$ cat src/hw/rws_params.svh
`ifndef RWS_PARAMS_SVH
`define RWS_PARAMS_SVH

// APB byte offsets
`define RWS_OFF_CTRL 8'h00
`define RWS_OFF_STATUS 8'h04
`define RWS_OFF_FLAGS 8'h08

// Control register bits
`define RWS_CTRL_FAILSAFE 0
`define RWS_CTRL_SWDEV 1
`define RWS_CTRL_RESET 2'h0

// Flag register bits (write one to clear)
`define RWS_FLG_BADCFG 0
`define RWS_FLG_WDSTAT 1
`define RWS_FLG_CLAMPLO 2
`define RWS_FLG_CLAMPHI 3
`define RWS_FLG_EXTRST 4
`define RWS_FLG_CAUSECLR 8

// Serial frame fields
`define RWS_FRAME_BITS 16
`define RWS_FR_MODE_HI 15
`define RWS_FR_MODE_LO 13
`define RWS_FR_TOGGLE 12
`define RWS_FR_WDCFG 11
`define RWS_FR_WDWIN 10
`define RWS_FR_WDSEL_HI 9
`define RWS_FR_WDSEL_LO 7
`define RWS_FR_RDSEL 6
`define RWS_FR_UV_HI 5
`define RWS_FR_UV_LO 4
`define RWS_FR_RSTCFG 3

// Watchdog period select: 16 ms shifted left by the select value
`define RWS_WD_BASE_MS 11'h010
`define RWS_WD_SEL_MAX 3'h6
`define RWS_WD_SEL_DEFAULT 3'h4

// Timing
`define RWS_CLK_HZ 20000000
`define RWS_RD_LONG_MS 10
`define RWS_RD_SHORT_MS 2
`define RWS_RELAX_MS 1

`endif

$ cat src/hw/rws_pkg.sv
package rws_pkg;

    typedef enum logic [2:0] {
        RWS_INIT = 3'h0,
        RWS_NORMAL = 3'h1,
        RWS_STOP = 3'h2,
        RWS_FLASH = 3'h3,
        RWS_SLEEP = 3'h4,
        RWS_FAILSAFE = 3'h5,
        RWS_RESTART = 3'h6
    } rws_mode_t;

    // Mode selection field of a serial frame
    typedef enum logic [2:0] {
        RWS_REQ_READONLY = 3'h0,
        RWS_REQ_NORMAL = 3'h1,
        RWS_REQ_STOP = 3'h2,
        RWS_REQ_FLASH = 3'h3,
        RWS_REQ_SLEEP = 3'h4
    } rws_req_t;

    typedef enum logic [1:0] {
        RWS_PH_HOLD = 2'h0,
        RWS_PH_DELAY = 2'h1,
        RWS_PH_RELAX = 2'h2
    } rws_phase_t;

endpackage

$ cat src/hw/rws_supervisor.sv
// Overview of operation
// - After supply good, hold reset low for the delay, then release.
// - Threshold select and reset delay are set by serial writes.
// - Reset pin falling outside restart forces restart; still low afterwards is clamped.
// - Reset stuck high is checked only while the device drives reset.
// - Pin faults go to fail-safe or restart as set, and raise limp-home.
// - External pull-down forces restart with selected delay; long pull-down flagged clamped.
// - Watchdog is window or time-out type; keeps running in stop/flash.
// - Watchdog defaults to 256 ms time-out after reset.
// - Toggle bit resets to zero; first trigger writes one; long open window.
// - Software development mode: watchdog failure sets status and interrupt only.
// - Init: programmable, not running; normal: programmable and running.
// - Stop and flash modes freeze the watchdog settings.
// - Sleep, fail-safe, restart: watchdog off, settings back to default.
// - Trigger is a toggle of the bit, taken when chip select rises.
// - Time-out type: any trigger restarts period; period 16 to 1024 ms.
// - Refresh accepted with mode field normal, stop, flash or read-only.
// - Window type: closed half period after trigger, then open half.
// - Missing or early trigger drives reset low, restart or fail-safe.
// - After watchdog failure it restarts in normal with default time-out.
// - Watchdog failure is recorded in restart and limp-home cause bits.
// - New settings in normal need a trigger valid under old settings; timing restarts. Init takes them without one.
// - Invalid settings change keeps old settings and raises a flag.
`timescale 1ns/1ps
`default_nettype none
`include "rws_params.svh"

module rws_supervisor
    import rws_pkg::*;
#(
    parameter int CYC_PER_MS = `RWS_CLK_HZ / 1000,
    parameter int RD_LONG_MS = `RWS_RD_LONG_MS,
    parameter int RD_SHORT_MS = `RWS_RD_SHORT_MS,
    parameter int RELAX_MS = `RWS_RELAX_MS
)
(
    input wire logic clk, // 20 MHz clock
    input wire logic resetn, // Async reset, active low
    input wire logic psel, // APB select
    input wire logic penable, // APB enable
    input wire logic pwrite, // APB write
    input wire logic [7:0] paddr, // APB byte address
    input wire logic [31:0] pwdata, // APB write data
    output logic [31:0] prdata, // APB read data
    output logic pready, // APB ready
    output logic pslverr, // APB error, unmapped
    input wire logic sclk, // Serial clock pin
    input wire logic chipSelectN, // Serial chip select, low active
    input wire logic mosi, // Serial data in
    output logic miso, // Serial status out
    input wire logic resetPinIn, // Reset pin level
    output logic resetPinOut, // Reset pin drive value
    output logic resetPinOen, // Low while pulling reset low
    input wire logic vccOk, // Regulator above threshold
    output logic [1:0] uvThreshSel, // Threshold select
    output logic limpHome, // Limp-home output
    output logic intOut // Interrupt, high active
);

    localparam int DW = $clog2(CYC_PER_MS);
    localparam int NSYNC = 5;

    rws_mode_t mode;
    rws_phase_t phase;
    logic [DW-1:0] divCnt;
    logic msTick;
    logic [NSYNC-1:0] pinRaw;
    logic [2:0] syncQ [NSYNC];
    logic sclkS, sclkP, csS, csP, mosiS, roS, roP, vccS;
    logic [15:0] shiftIn, shiftOut;
    logic [4:0] bitCnt;
    logic frameDone;
    logic [1:0] ctrl;
    logic [10:0] wdCnt, rstCnt;
    logic wdWindow, openFirst, lastToggle, rdSel, powerUp, roDrive;
    logic [2:0] wdSel;
    logic badCfg, wdStat, clampLo, clampHi, extRst;
    logic [1:0] restartCause;
    logic [2:0] limpCause;
    logic [15:0] statusWord;
    logic wdRun, trigSeen, goodTrig, badTrig, timeout, wdFail, wdReset;
    logic cfgOk, cfgBad, inClosed, pinFaultLo, pinFaultHi, extPull;
    logic [10:0] periodMs, rdMs;
    logic apbWr, apbSetup;

    function automatic logic [10:0] periodOf(input logic [2:0] sel);
        periodOf = `RWS_WD_BASE_MS << sel;
    endfunction

    // Mode field values that carry a refresh
    function automatic logic refreshMode(input logic [2:0] req);
        refreshMode = (req == RWS_REQ_NORMAL) || (req == RWS_REQ_STOP) ||
                      (req == RWS_REQ_FLASH) || (req == RWS_REQ_READONLY);
    endfunction

    function automatic logic runMode(input rws_mode_t m);
        runMode = (m == RWS_NORMAL) || (m == RWS_STOP) || (m == RWS_FLASH);
    endfunction

    always_ff @(posedge clk or negedge resetn)
    begin
        if (!resetn)
        begin
            divCnt <= '0;
            msTick <= 1'b0;
        end
        else
        begin
            msTick <= (divCnt == DW'(CYC_PER_MS - 1));
            divCnt <= (divCnt == DW'(CYC_PER_MS - 1)) ? '0 : divCnt + 1'b1;
        end
    end

    // Pins from outside the clock domain; stage 0 feeds only stage 1
    assign pinRaw = {vccOk, resetPinIn, mosi, chipSelectN, sclk};
    genvar g;
    generate
        for (g = 0; g < NSYNC; g++)
        begin : gSync
            always_ff @(posedge clk or negedge resetn)
            begin
                if (!resetn)
                    syncQ[g] <= 3'h0;
                else
                    syncQ[g] <= {syncQ[g][1:0], pinRaw[g]};
            end
        end
    endgenerate

    assign sclkS = syncQ[0][1];
    assign sclkP = syncQ[0][2];
    assign csS = syncQ[1][1];
    assign csP = syncQ[1][2];
    assign mosiS = syncQ[2][1];
    assign roS = syncQ[3][1];
    assign roP = syncQ[3][2];
    assign vccS = syncQ[4][1];

    // Serial receiver and status shifter
    always_ff @(posedge clk or negedge resetn)
    begin
        if (!resetn)
        begin
            shiftIn <= 16'h0000;
            shiftOut <= 16'h0000;
            bitCnt <= 5'h00;
            miso <= 1'b0;
        end
        else if (csP && !csS)
        begin
            bitCnt <= 5'h00;
            shiftOut <= statusWord;
            miso <= statusWord[15];
        end
        else if (!csS && sclkS && !sclkP)
        begin
            shiftIn <= {shiftIn[14:0], mosiS};
            if (bitCnt != 5'h1F)
                bitCnt <= bitCnt + 5'h01;
        end
        else if (!csS && !sclkS && sclkP)
        begin
            shiftOut <= {shiftOut[14:0], 1'b0};
            miso <= shiftOut[14];
        end
    end

    // frame taken at chip select rise
    assign frameDone = !csP && csS && (bitCnt == 5'(`RWS_FRAME_BITS));

    assign wdRun = runMode(mode);
    assign periodMs = periodOf(wdSel);
    // half period splits closed and open
    assign inClosed = wdWindow && !openFirst && (wdCnt < (periodMs >> 1));
    assign trigSeen = frameDone && refreshMode(shiftIn[`RWS_FR_MODE_HI:`RWS_FR_MODE_LO]) &&
                      (shiftIn[`RWS_FR_TOGGLE] != lastToggle);
    assign goodTrig = wdRun && trigSeen && !inClosed;
    assign badTrig = wdRun && trigSeen && inClosed;
    assign timeout = wdRun && msTick && (wdCnt == periodMs - 11'h001);
    assign wdFail = (timeout && !goodTrig) || badTrig;
    assign wdReset = wdFail && !ctrl[`RWS_CTRL_SWDEV];

    // new settings need a valid trigger, except in init
    assign cfgOk = frameDone && shiftIn[`RWS_FR_WDCFG] &&
                   (shiftIn[`RWS_FR_WDSEL_HI:`RWS_FR_WDSEL_LO] <= `RWS_WD_SEL_MAX) &&
                   ((mode == RWS_INIT) || ((mode == RWS_NORMAL) && goodTrig));
    assign cfgBad = frameDone && shiftIn[`RWS_FR_WDCFG] && !cfgOk &&
                    (runMode(mode) || (mode == RWS_INIT));

    assign rdMs = rdSel ? 11'(RD_SHORT_MS) : 11'(RD_LONG_MS);
    // clamped low after delay and relaxation
    assign pinFaultLo = (mode == RWS_RESTART) && (phase == RWS_PH_RELAX) && msTick &&
                        (rstCnt == 11'(RELAX_MS - 1)) && !roS;
    assign pinFaultHi = (mode == RWS_RESTART) && (phase == RWS_PH_DELAY) && msTick &&
                        (rstCnt >= 11'(RELAX_MS)) && roS;
    assign extPull = (mode != RWS_RESTART) && !roDrive && roP && !roS;

    // Mode and reset sequencer
    always_ff @(posedge clk or negedge resetn)
    begin
        if (!resetn)
        begin
            mode <= RWS_RESTART;
            phase <= RWS_PH_HOLD;
            rstCnt <= 11'h000;
            powerUp <= 1'b1;
        end
        else if (!vccS)
        begin
            mode <= RWS_RESTART;
            phase <= RWS_PH_HOLD;
            rstCnt <= 11'h000;
            powerUp <= 1'b1;
        end
        else if (pinFaultLo || pinFaultHi)
        begin
            mode <= ctrl[`RWS_CTRL_FAILSAFE] ? RWS_FAILSAFE : RWS_RESTART;
            phase <= RWS_PH_HOLD;
            rstCnt <= 11'h000;
        end
        else if (wdReset || extPull)
        begin
            mode <= (wdReset && ctrl[`RWS_CTRL_FAILSAFE]) ? RWS_FAILSAFE : RWS_RESTART;
            phase <= RWS_PH_HOLD;
            rstCnt <= 11'h000;
        end
        else
        begin
            case (mode)
                RWS_RESTART:
                begin
                    case (phase)
                        RWS_PH_HOLD:
                        begin
                            // Start on a tick so the delay is never a part ms short
                            if (msTick)
                                phase <= RWS_PH_DELAY;
                            rstCnt <= 11'h000;
                        end
                        RWS_PH_DELAY:
                        begin
                            if (msTick && rstCnt == rdMs - 11'h001)
                            begin
                                phase <= RWS_PH_RELAX;
                                rstCnt <= 11'h000;
                            end
                            else if (msTick)
                                rstCnt <= rstCnt + 11'h001;
                        end
                        RWS_PH_RELAX:
                        begin
                            if (msTick && rstCnt == 11'(RELAX_MS - 1))
                            begin
                                mode <= powerUp ? RWS_INIT : RWS_NORMAL;
                                powerUp <= 1'b0;
                                phase <= RWS_PH_HOLD;
                            end
                            else if (msTick)
                                rstCnt <= rstCnt + 11'h001;
                        end
                        default:
                            phase <= RWS_PH_HOLD;
                    endcase
                end
                RWS_INIT, RWS_NORMAL, RWS_STOP, RWS_FLASH:
                begin
                    if (frameDone)
                    begin
                        case (shiftIn[`RWS_FR_MODE_HI:`RWS_FR_MODE_LO])
                            RWS_REQ_NORMAL: mode <= RWS_NORMAL;
                            RWS_REQ_STOP: mode <= RWS_STOP;
                            RWS_REQ_FLASH: mode <= RWS_FLASH;
                            RWS_REQ_SLEEP: mode <= RWS_SLEEP;
                            default: mode <= mode;
                        endcase
                    end
                end
                RWS_SLEEP, RWS_FAILSAFE:
                begin
                    // Leaving needs a full reset sequence
                    if (frameDone && shiftIn[`RWS_FR_MODE_HI:`RWS_FR_MODE_LO] == RWS_REQ_NORMAL)
                    begin
                        mode <= RWS_RESTART;
                        phase <= RWS_PH_HOLD;
                    end
                end
                default:
                    mode <= RWS_RESTART;
            endcase
        end
    end

    // Reset pin drive; registered so the pin never glitches
    always_ff @(posedge clk or negedge resetn)
    begin
        if (!resetn)
            roDrive <= 1'b1;
        else
            roDrive <= ((mode == RWS_RESTART) && (phase != RWS_PH_RELAX)) ||
                       (mode == RWS_FAILSAFE);
    end

    assign resetPinOut = 1'b0;
    assign resetPinOen = !roDrive;

    // Watchdog timer and settings
    always_ff @(posedge clk or negedge resetn)
    begin
        if (!resetn)
        begin
            wdWindow <= 1'b0;
            wdSel <= `RWS_WD_SEL_DEFAULT;
            wdCnt <= 11'h000;
            openFirst <= 1'b1;
            lastToggle <= 1'b0;
        end
        else
        begin
            if (trigSeen && (mode != RWS_RESTART))
                lastToggle <= shiftIn[`RWS_FR_TOGGLE];
            if (mode == RWS_RESTART)
                lastToggle <= 1'b0;
            if (mode == RWS_SLEEP || mode == RWS_FAILSAFE || mode == RWS_RESTART)
            begin
                wdWindow <= 1'b0;
                wdSel <= `RWS_WD_SEL_DEFAULT;
            end
            else if (cfgOk)
            begin
                wdWindow <= shiftIn[`RWS_FR_WDWIN];
                wdSel <= shiftIn[`RWS_FR_WDSEL_HI:`RWS_FR_WDSEL_LO];
            end
            // timer runs only in running modes
            if (!wdRun || goodTrig || wdFail)
            begin
                wdCnt <= 11'h000;
                openFirst <= !wdRun;
            end
            else if (msTick)
                wdCnt <= wdCnt + 11'h001;
        end
    end

    // Reset threshold and delay choice
    always_ff @(posedge clk or negedge resetn)
    begin
        if (!resetn)
        begin
            rdSel <= 1'b0;
            uvThreshSel <= 2'h0;
        end
        else if (frameDone && shiftIn[`RWS_FR_RSTCFG])
        begin
            rdSel <= shiftIn[`RWS_FR_RDSEL];
            uvThreshSel <= shiftIn[`RWS_FR_UV_HI:`RWS_FR_UV_LO];
        end
    end

    assign apbSetup = psel && !penable;
    assign apbWr = psel && penable && pwrite;

    // Flags: hardware set wins over software clear
    always_ff @(posedge clk or negedge resetn)
    begin
        if (!resetn)
        begin
            {badCfg, wdStat, clampLo, clampHi, extRst} <= 5'h00;
            restartCause <= 2'h0;
            limpCause <= 3'h0;
            limpHome <= 1'b0;
        end
        else
        begin
            if (apbWr && paddr == `RWS_OFF_FLAGS)
            begin
                if (pwdata[`RWS_FLG_BADCFG]) badCfg <= 1'b0;
                if (pwdata[`RWS_FLG_WDSTAT]) wdStat <= 1'b0;
                if (pwdata[`RWS_FLG_CLAMPLO]) clampLo <= 1'b0;
                if (pwdata[`RWS_FLG_CLAMPHI]) clampHi <= 1'b0;
                if (pwdata[`RWS_FLG_EXTRST]) extRst <= 1'b0;
                if (pwdata[`RWS_FLG_CAUSECLR])
                begin
                    restartCause <= 2'h0;
                    limpCause <= 3'h0;
                    limpHome <= 1'b0;
                end
            end
            if (cfgBad)
                badCfg <= 1'b1;
            if (wdFail && ctrl[`RWS_CTRL_SWDEV])
                wdStat <= 1'b1;
            if (extPull)
            begin
                extRst <= 1'b1;
                restartCause <= 2'h2;
            end
            if (wdReset)
            begin
                restartCause <= 2'h1;
                limpCause <= 3'h1;
                if (ctrl[`RWS_CTRL_FAILSAFE])
                    limpHome <= 1'b1;
            end
            if (pinFaultLo || pinFaultHi)
            begin
                clampLo <= clampLo | pinFaultLo;
                clampHi <= clampHi | pinFaultHi;
                limpCause <= pinFaultLo ? 3'h2 : 3'h3;
                limpHome <= 1'b1;
            end
            if (!vccS)
                restartCause <= 2'h3;
        end
    end

    // development mode failure signalled on interrupt
    assign intOut = badCfg | wdStat;

    assign statusWord = {mode, wdWindow, wdSel, restartCause, limpCause,
                         badCfg, wdStat, clampLo, clampHi};

    always_ff @(posedge clk or negedge resetn)
    begin
        if (!resetn)
            ctrl <= `RWS_CTRL_RESET;
        else if (apbWr && paddr == `RWS_OFF_CTRL)
            ctrl <= pwdata[1:0];
    end

    // Read data captured in the setup cycle
    always_ff @(posedge clk or negedge resetn)
    begin
        if (!resetn)
            prdata <= 32'h0000_0000;
        else if (apbSetup)
        begin
            case (paddr)
                `RWS_OFF_CTRL: prdata <= {30'h0, ctrl};
                `RWS_OFF_STATUS: prdata <= {16'h0000, statusWord};
                `RWS_OFF_FLAGS: prdata <= {22'h0, limpHome, 4'h0, extRst, clampHi,
                                           clampLo, wdStat, badCfg};
                default: prdata <= 32'h0000_0000;
            endcase
        end
    end

    assign pready = 1'b1;
    assign pslverr = psel && penable && (paddr != `RWS_OFF_CTRL) &&
                     (paddr != `RWS_OFF_STATUS) && (paddr != `RWS_OFF_FLAGS);

endmodule
`default_nettype wire

$ cat config.mk
export PLATFORM = sky130hd
export DESIGN_NAME = rws_supervisor
export DESIGN_NICKNAME = d
export VERILOG_FILES = /design/src/hw/rws_pkg.sv /design/src/hw/rws_supervisor.sv
export VERILOG_INCLUDE_DIRS = /design/src /design/src/hw
export SDC_FILE = /design/constraint.sdc
export NUM_CORES = 1
export LEC_CHECK = 0
export BUFFER_PORTS_ARGS = -buffer_cell sky130_fd_sc_hd__buf_2
export CAP_MARGIN = 40
export CORE_UTILIZATION = 40
export CTS_BUF_LIST = sky130_fd_sc_hd__clkbuf_16
export CTS_CLUSTER_SIZE = 40
export DETAILED_ROUTE_END_ITERATION = 6
export RECOVER_POWER = 100
export SYNTH_ARGS = -nofsm -noshare
export SYNTH_HDL_FRONTEND = slang
export SYNTH_SLANG_ARGS = --single-unit
$ cat constraint.sdc
create_clock -name clk -period 4.65 [get_ports clk]
set_input_delay 0.465 -clock clk [delete_from_list [all_inputs] [get_ports clk]]
set_output_delay 0.465 -clock clk [all_outputs]
set_load 0.02 [all_outputs]
==> flow_summary.json, run 1 <==
{
  "p_int_uw": 2120,
  "max_freq_ghz": 0.268,
  "nets": 778,
  "dp_slack_ps": 1380,
  "reg2reg_from": "wdSel[2]",
  "synth_area_per_cell_um2": 9.98,
  "rsz0062_at_grt": "false",
  "setup_violations": 0,
  "power_switching_share_pct": 27.0,
  "outcome": "finished, violations left",
  "yosysSeqAreaShare_pct": 49.6,
  "power.switching_uw": 786,
  "min_period_ps": 3740,
  "dp_hpwl_um": 10000,
  "relSlewSlack_pct": -117,
  "finalSetupTns_ps": 0,
  "ys_types": 67,
  "drtIter0Drc": 240,
  "postCtsSetupRepairBufs": 0,
  "synth_seq_cells": 131,
  "timing.critical_path.buf_inv": 1,
  "htree_levels": 4,
  "crit_family": "compound AO/OA/AOI/OAI gates",
  "skew_ps": 7.76,
  "clkPwrFrac_pct": 45.2,
  "instances_no_fill": 937,
  "cts_sinks": 131,
  "drive_above_1_share_pct": 12.8,
  "r2r_cells": 10,
  "synth_ff_type": "dfrtp_1",
  "worstMarginPinSlew_ps": 3250,
  "dieArea_um2": 17100,
  "cpMaxStageDelayCell": "dfstp_1",
  "cp-end-kind": "flip-flop",
  "vias_per_cell": 5.25,
  "grt_max_degree": 62,
  "drc": 0,
  "synth.cell_area_um2": 6620,
  "worstSetupPathType": "flip-flop to flip-flop",
  "seq_power_share_pct": 43.1,
  "antenna_found_initial": 0,
  "yosysWarnings": 0,
  "antenna_cells": 0,
  "arrival_ps": 4080,
  "vias": 4916,
  "ctsHoldBuffers": 0,
  "worst_path_most_repeated_cell": "a211oi_1",
  "pin_count": 91,
  "violations": "capacitance limit, slew limit",
  "hold_path_startpoint": "mosi",
  "min_path_cells": 1,
  "num_rows": 46,
  "holdPathEnd": "syncQ[6]",
  "fin_crit_sh_pct": 80.3,
  "regToRegSetupSlack_ps": 910,
  "clockBufferDepth": 2,
  "netlist.area_leader.share_pct": 47.3,
  "place_congestion": 0.777,
  "grt_pass1_vias": 4795,
  "dp.cells": 905,
  "synth_area_leaders": "dfrtp_1 47%, nand2_1 4.2%, ha_1 3.8%",
  "cap_viol_max_count": 1,
  "syn_to_final_growth_pct": 13.9,
  "ant_nets": 0,
  "root_buffer": "clkbuf_16",
  "worstReg2RegEnd": "mode[1]",
  "synth_edf_count": 0,
  "grt_pass1_wl_um": 23700,
  "tritoncts": "done",
  "drt-met1-wl_um": 6780,
  "finalWorstSetupSlack_ps": 914,
  "cellPowerDensity_nw_per_um2": 386,
  "overflow": 0,
  "fp.dieH_um": 131,
  "core-area_um2": 16000,
  "leakagePower_uw": 0.00334,
  "crit_path_max_incr_delay_ps": 800,
  "combPwrFrac_pct": 11.7,
  "critPathLaunchType": "flip-flop",
  "ys_async_sr_fraction_pct": 100,
  "met2_length_um": 6560,
  "cts.clk_slew.worst_paths_ps": 60,
  "track_usage_pct": 18.1,
  "cts_resized": 0,
  "synthesis.instances": 663,
  "portBuffers": 45,
  "cp_num_cells": 10,
  "crit_chain": "inv_1 -> or3_1 -> ha_1 -> nor4_1 -> a211oi_1 -> a211oi_1 -> a31oi_1 -> or2_0 -> mux2i_1 -> o31a_2",
  "drv_slew": 62,
  "finalPower_uw": 2910,
  "wl_met3_um": 555,
  "wl_per_cell_um": 15.1,
  "yosys.area.top_type": "dfrtp_1",
  "peakVddDrop_mv": 0.260,
  "firstDrtPassIters": 4,
  "start_util_pct": 41.4,
  "clk_latency_ps": 420,
  "hold_violations": 0,
  "holdCritPathClass": "primary input to flip-flop",
  "worstPathRequired_ps": 4990,
  "cts_buffers": 17,
  "die-width_um": 131,
  "wirelength_um": 14100,
  "highest_layer": "met4",
  "critPathMaxFanout": 14
}
[layout by cell type, fill, tap and decap left out, types with 19 or more instances in the layout]
master	n
dfrtp_1	125
nand2_1	74
nor2_1	55
o21ai_0	48
clkbuf_1	27
nand3_1	26
buf_2	22
mux2i_1	21
inv_1	20
ha_1	20
conb_1	19
[Yosys cell counts, drive strengths merged (12+ instances only)]
cell type,count
nand3,27
nor2,55
mux2,17
mux2i,21
a21oi,14
dfrtp,125
nand2,74
inv,19
nor3b,12
ha,20
xnor2,14
buf,21
clkbuf,24
xor2,16
o21ai,49
[metrics by stage]
step           instance area (um^2)  utilization, %  hold WS (ps)
2_1_floorplan                  6680               -           169
5_1_grt                        7540            47.1           130
3_3_place_gp                   6990            43.7           336
4_1_cts                        7600            47.5           126
6_report                       7540            47.1           145
3_5_place_dp                   7010            43.8           335
[logic make-up (layout without fill, tap and decap cells)]
| kind of cell | after synthesis | count (layout) | share of synthesized area [%] |
|---|---|---|---|
| multiplexers | 38 | 38 | 6.07 |
| AND/OR/NAND/NOR | 255 | 255 | 19.7 |
| flip-flops | 131 | 131 | 49.6 |
| AO/OA/AOI/OAI | 123 | 123 | 11.9 |
| buffers and inverters | 64 | 105 | 4.82 |
| XOR/XNOR | 30 | 30 | 3.97 |
| adder cells (fa/ha/maj) | 20 | 20 | 3.78 |
| other | 2 | 19 | 0.113 |
[power groups by stage]
| stage | combinational [uW] | clock, uW | sequential, uW |
|---|---|---|---|
| after floorplan | 262 | 0 | 1250 |
| after global placement | 325 | 0 | 1270 |
| after detailed placement | 340 | 0 | 1270 |
| after CTS | 343 | 1350 | 1250 |
| after global routing | 386 | 1390 | 1260 |
| final | 339 | 1310 | 1250 |
[sequential cells by signal, summed over array words and instances (netlist names), 2 cells and up]
signal        cells
divCnt           15
wdSel             3
wdCnt            11
phase             2
rstCnt           11
ctrl              2
uvThreshSel       2
syncQ             6
limpCause         2
shiftIn          16
prdata           15
shiftOut         15
bitCnt            5
restartCause      2
mode              3
[final cells by class]
class	instances	area (um^2)
tap	216	270
multi-input combinational	485	3080
timing repair buffer	54	254
fill	1503	8460
clock buffer	17	425
inverter	19	71.3
sequential	131	3290
clock inverter	15	158
[worst register-to-register path, delay by kind of cell (launching register included)]
family,cells,cell delay (ps)
buffers and inverters,1,180
muxes,1,200
AOI/OAI and AO/OA,4,1140
and+or+nand+nor,3,1140
DFF,1,800
adders and majority gates,1,200
[layer usage]
layer / up-vias / global-route usage (%)
li1: 2395 / -
met1: 2406 / 24.2
met2: 94 / 28.4
met3: 21 / 4.19
met4: 0 / 7.23
met5: - / 0
[how the worst max path moves through the flow]
stage	start	to	slack [ps]
after CTS	wdSel[2]	mode[1]	1350
after detailed placement	wdSel[2]	mode[1]	1380
after global placement	wdSel[2]	mode[1]	1480
after floorplan	wdSel[2]	mode[1]	1590
final	wdSel[2]	mode[1]	910
after global routing	resetn	wdCnt[1]	680
Power figures use the tool's default switching activity.
==> run 2: changes to the inputs <==
- clock period: 4.65 -> 3.4 ns (I/O delays scaled with it)
==> run 2 against run 1 <==
First-iteration DRC count increased by 7.9%. Clock skew increased by 2.3 ps. The run now ends clean. Cell count increased by 0.64%. Worst hold slack got worse by 130 ps. Largest cell class unchanged.
==> flow_summary.json, run 2 (synthesis gave the netlist of run 1 again) <==
{
  "outcome": "finished clean",
  "htree_levels": 4,
  "power_switching_share_pct": 27.3,
  "worstReg2RegEnd": "mode[1]",
  "fin_crit_sh_pct": 91.3,
  "wirelength_um": 14100,
  "overflow": 0,
  "regToRegSetupSlack_ps": 290,
  "skew_ps": 10.1,
  "wl_per_cell_um": 15.0,
  "dp_hpwl_um": 10100,
  "min_period_ps": 3110,
  "relSlewSlack_pct": 16.9,
  "root_buffer": "clkbuf_16",
  "cellPowerDensity_nw_per_um2": 540,
  "antenna_cells": 0,
  "largest_register": "shiftIn",
  "hold_violations": 0,
  "hold_path_startpoint": "chipSelectN",
  "cp-end-kind": "flip-flop",
  "grt_pass1_vias": 4683,
  "final_cell_mix": "125 x dfrtp_1, 74 x nand2_1, 55 x nor2_1, 48 x o21ai_0, 29 x clkbuf_1",
  "track_usage_pct": 18.1,
  "grt_max_degree": 53,
  "grt_pass1_wl_um": 23500,
  "min_path_cells": 1,
  "clockBufferDepth": 2,
  "die-width_um": 131,
  "vias_per_cell": 5.19,
  "leakagePower_uw": 0.00336,
  "place_congestion": 0.812,
  "r2r_cells": 10,
  "cts_buffers": 17,
  "setup_violations": 0,
  "syn_to_final_growth_pct": 15.0,
  "worstSetupPathType": "flip-flop to flip-flop",
  "num_rows": 46,
  "cts_sinks": 131,
  "critPathMaxFanout": 14,
  "rsz0062_at_grt": "false",
  "firstDrtPassIters": 5,
  "vias": 4896,
  "critPathLaunch": "wdSel[2]",
  "drv_slew": 0,
  "core-area_um2": 16000,
  "cap_viol_max_count": 0,
  "drive_above_1_share_pct": 12.7,
  "layout.cells.most_common": "dfrtp_1",
  "cts.clk_slew.worst_paths_ps": 60,
  "antenna_found_initial": 0,
  "nets": 784,
  "peakVddDrop_mv": 0.418,
  "critPathLaunchType": "flip-flop",
  "worstMarginPinSlew_ps": 1250,
  "p_int_uw": 2990,
  "reg2reg_from": "wdSel[2]",
  "postLayoutCoreUtil_pct": 47.6,
  "tritoncts": "done",
  "drc": 0,
  "holdCritPathClass": "primary input to flip-flop",
  "largest_register_ffs": 16,
  "power.switching_uw": 1120,
  "drtIter0Drc": 259,
  "fp.dieH_um": 131,
  "combPwrFrac_pct": 11.4,
  "seq_power_share_pct": 41.6,
  "arrival_ps": 3460,
  "max_freq_ghz": 0.322,
  "worstPathRequired_ps": 3760,
  "portBuffers": 45,
  "pin_count": 91,
  "holdPathEnd": "syncQ[9]",
  "clk_latency_ps": 440,
  "start_util_pct": 41.4,
  "dieArea_um2": 17100,
  "clkPwrFrac_pct": 47.0,
  "finalSetupTns_ps": 0,
  "ant_nets": 0
}
[run 2: stage by stage]
stage / power (uW) / instances / hold WS (ps) / area (um^2) / setup WS (ps)
2_1_floorplan: 2070 / 680 / 44.4 / 6680 / 335
3_3_place_gp: 2190 / 905 / 336 / 7020 / 268
3_5_place_dp: 2210 / 907 / 335 / 7040 / 236
4_1_cts: 4150 / 941 / 1.27 / 7680 / 207
5_1_grt: 4300 / 943 / 1.60 / 7610 / 81.7
6_report: 4110 / 943 / 15.1 / 7610 / 295
[run 2: worst max-delay path by stage]
stage	end	cells after the start
after floorplan	mode[1]	12
after global placement	mode[1]	10
after detailed placement	mode[1]	10
after CTS	mode[1]	10
after global routing	mode[1]	10
final	mode[1]	10
[run 2: layout make-up]
cell class,count,area (um^2)
clock buffer,17,425
clock inverter,15,191
fill,1544,8390
inverter,19,71.3
multi-input combinational,485,3070
sequential,131,3290
tap,216,270
timing repair buffer,60,299
[run 2: repair_timing]
item                                    4_1_cts  5_1_grt
endpoints found under the hold margin        49        2
hold buffers                                  2        2
endpoints found under the setup margin        0        1
setup buffers                                 0        0
gates resized for setup                       0        1
[run 2: power groups by stage]
stage / sequential, uW / clock (uW) / combinational (uW)
global route: 1720 / 2040 / 536
floorplan: 1710 / 0 / 358
detailed placement: 1740 / 0 / 472
CTS: 1710 / 1960 / 477
finish: 1710 / 1930 / 471
global placement: 1730 / 0 / 451
[run 2: per-layer routing]
layer  GRT usage (%)  part of all wire, %  up-vias
li1                -                    -     2407
met1            24.0                   48     2373
met2            28.4                   47      106
met3            4.93                  4.3       10
met4            6.69                 0.90        0
met5               0                    0        -
[run 2: critical path, stage by stage, from the launching register on]
cell and delay [ps]:
dfstp_2 680, inv_1 140, or3_1 390, ha_1 200
nor4_1 260, a211oi_1 150, a211oi_2 320, a31oi_1 130
or2_4 310, mux2i_1 130, o31a_2 330
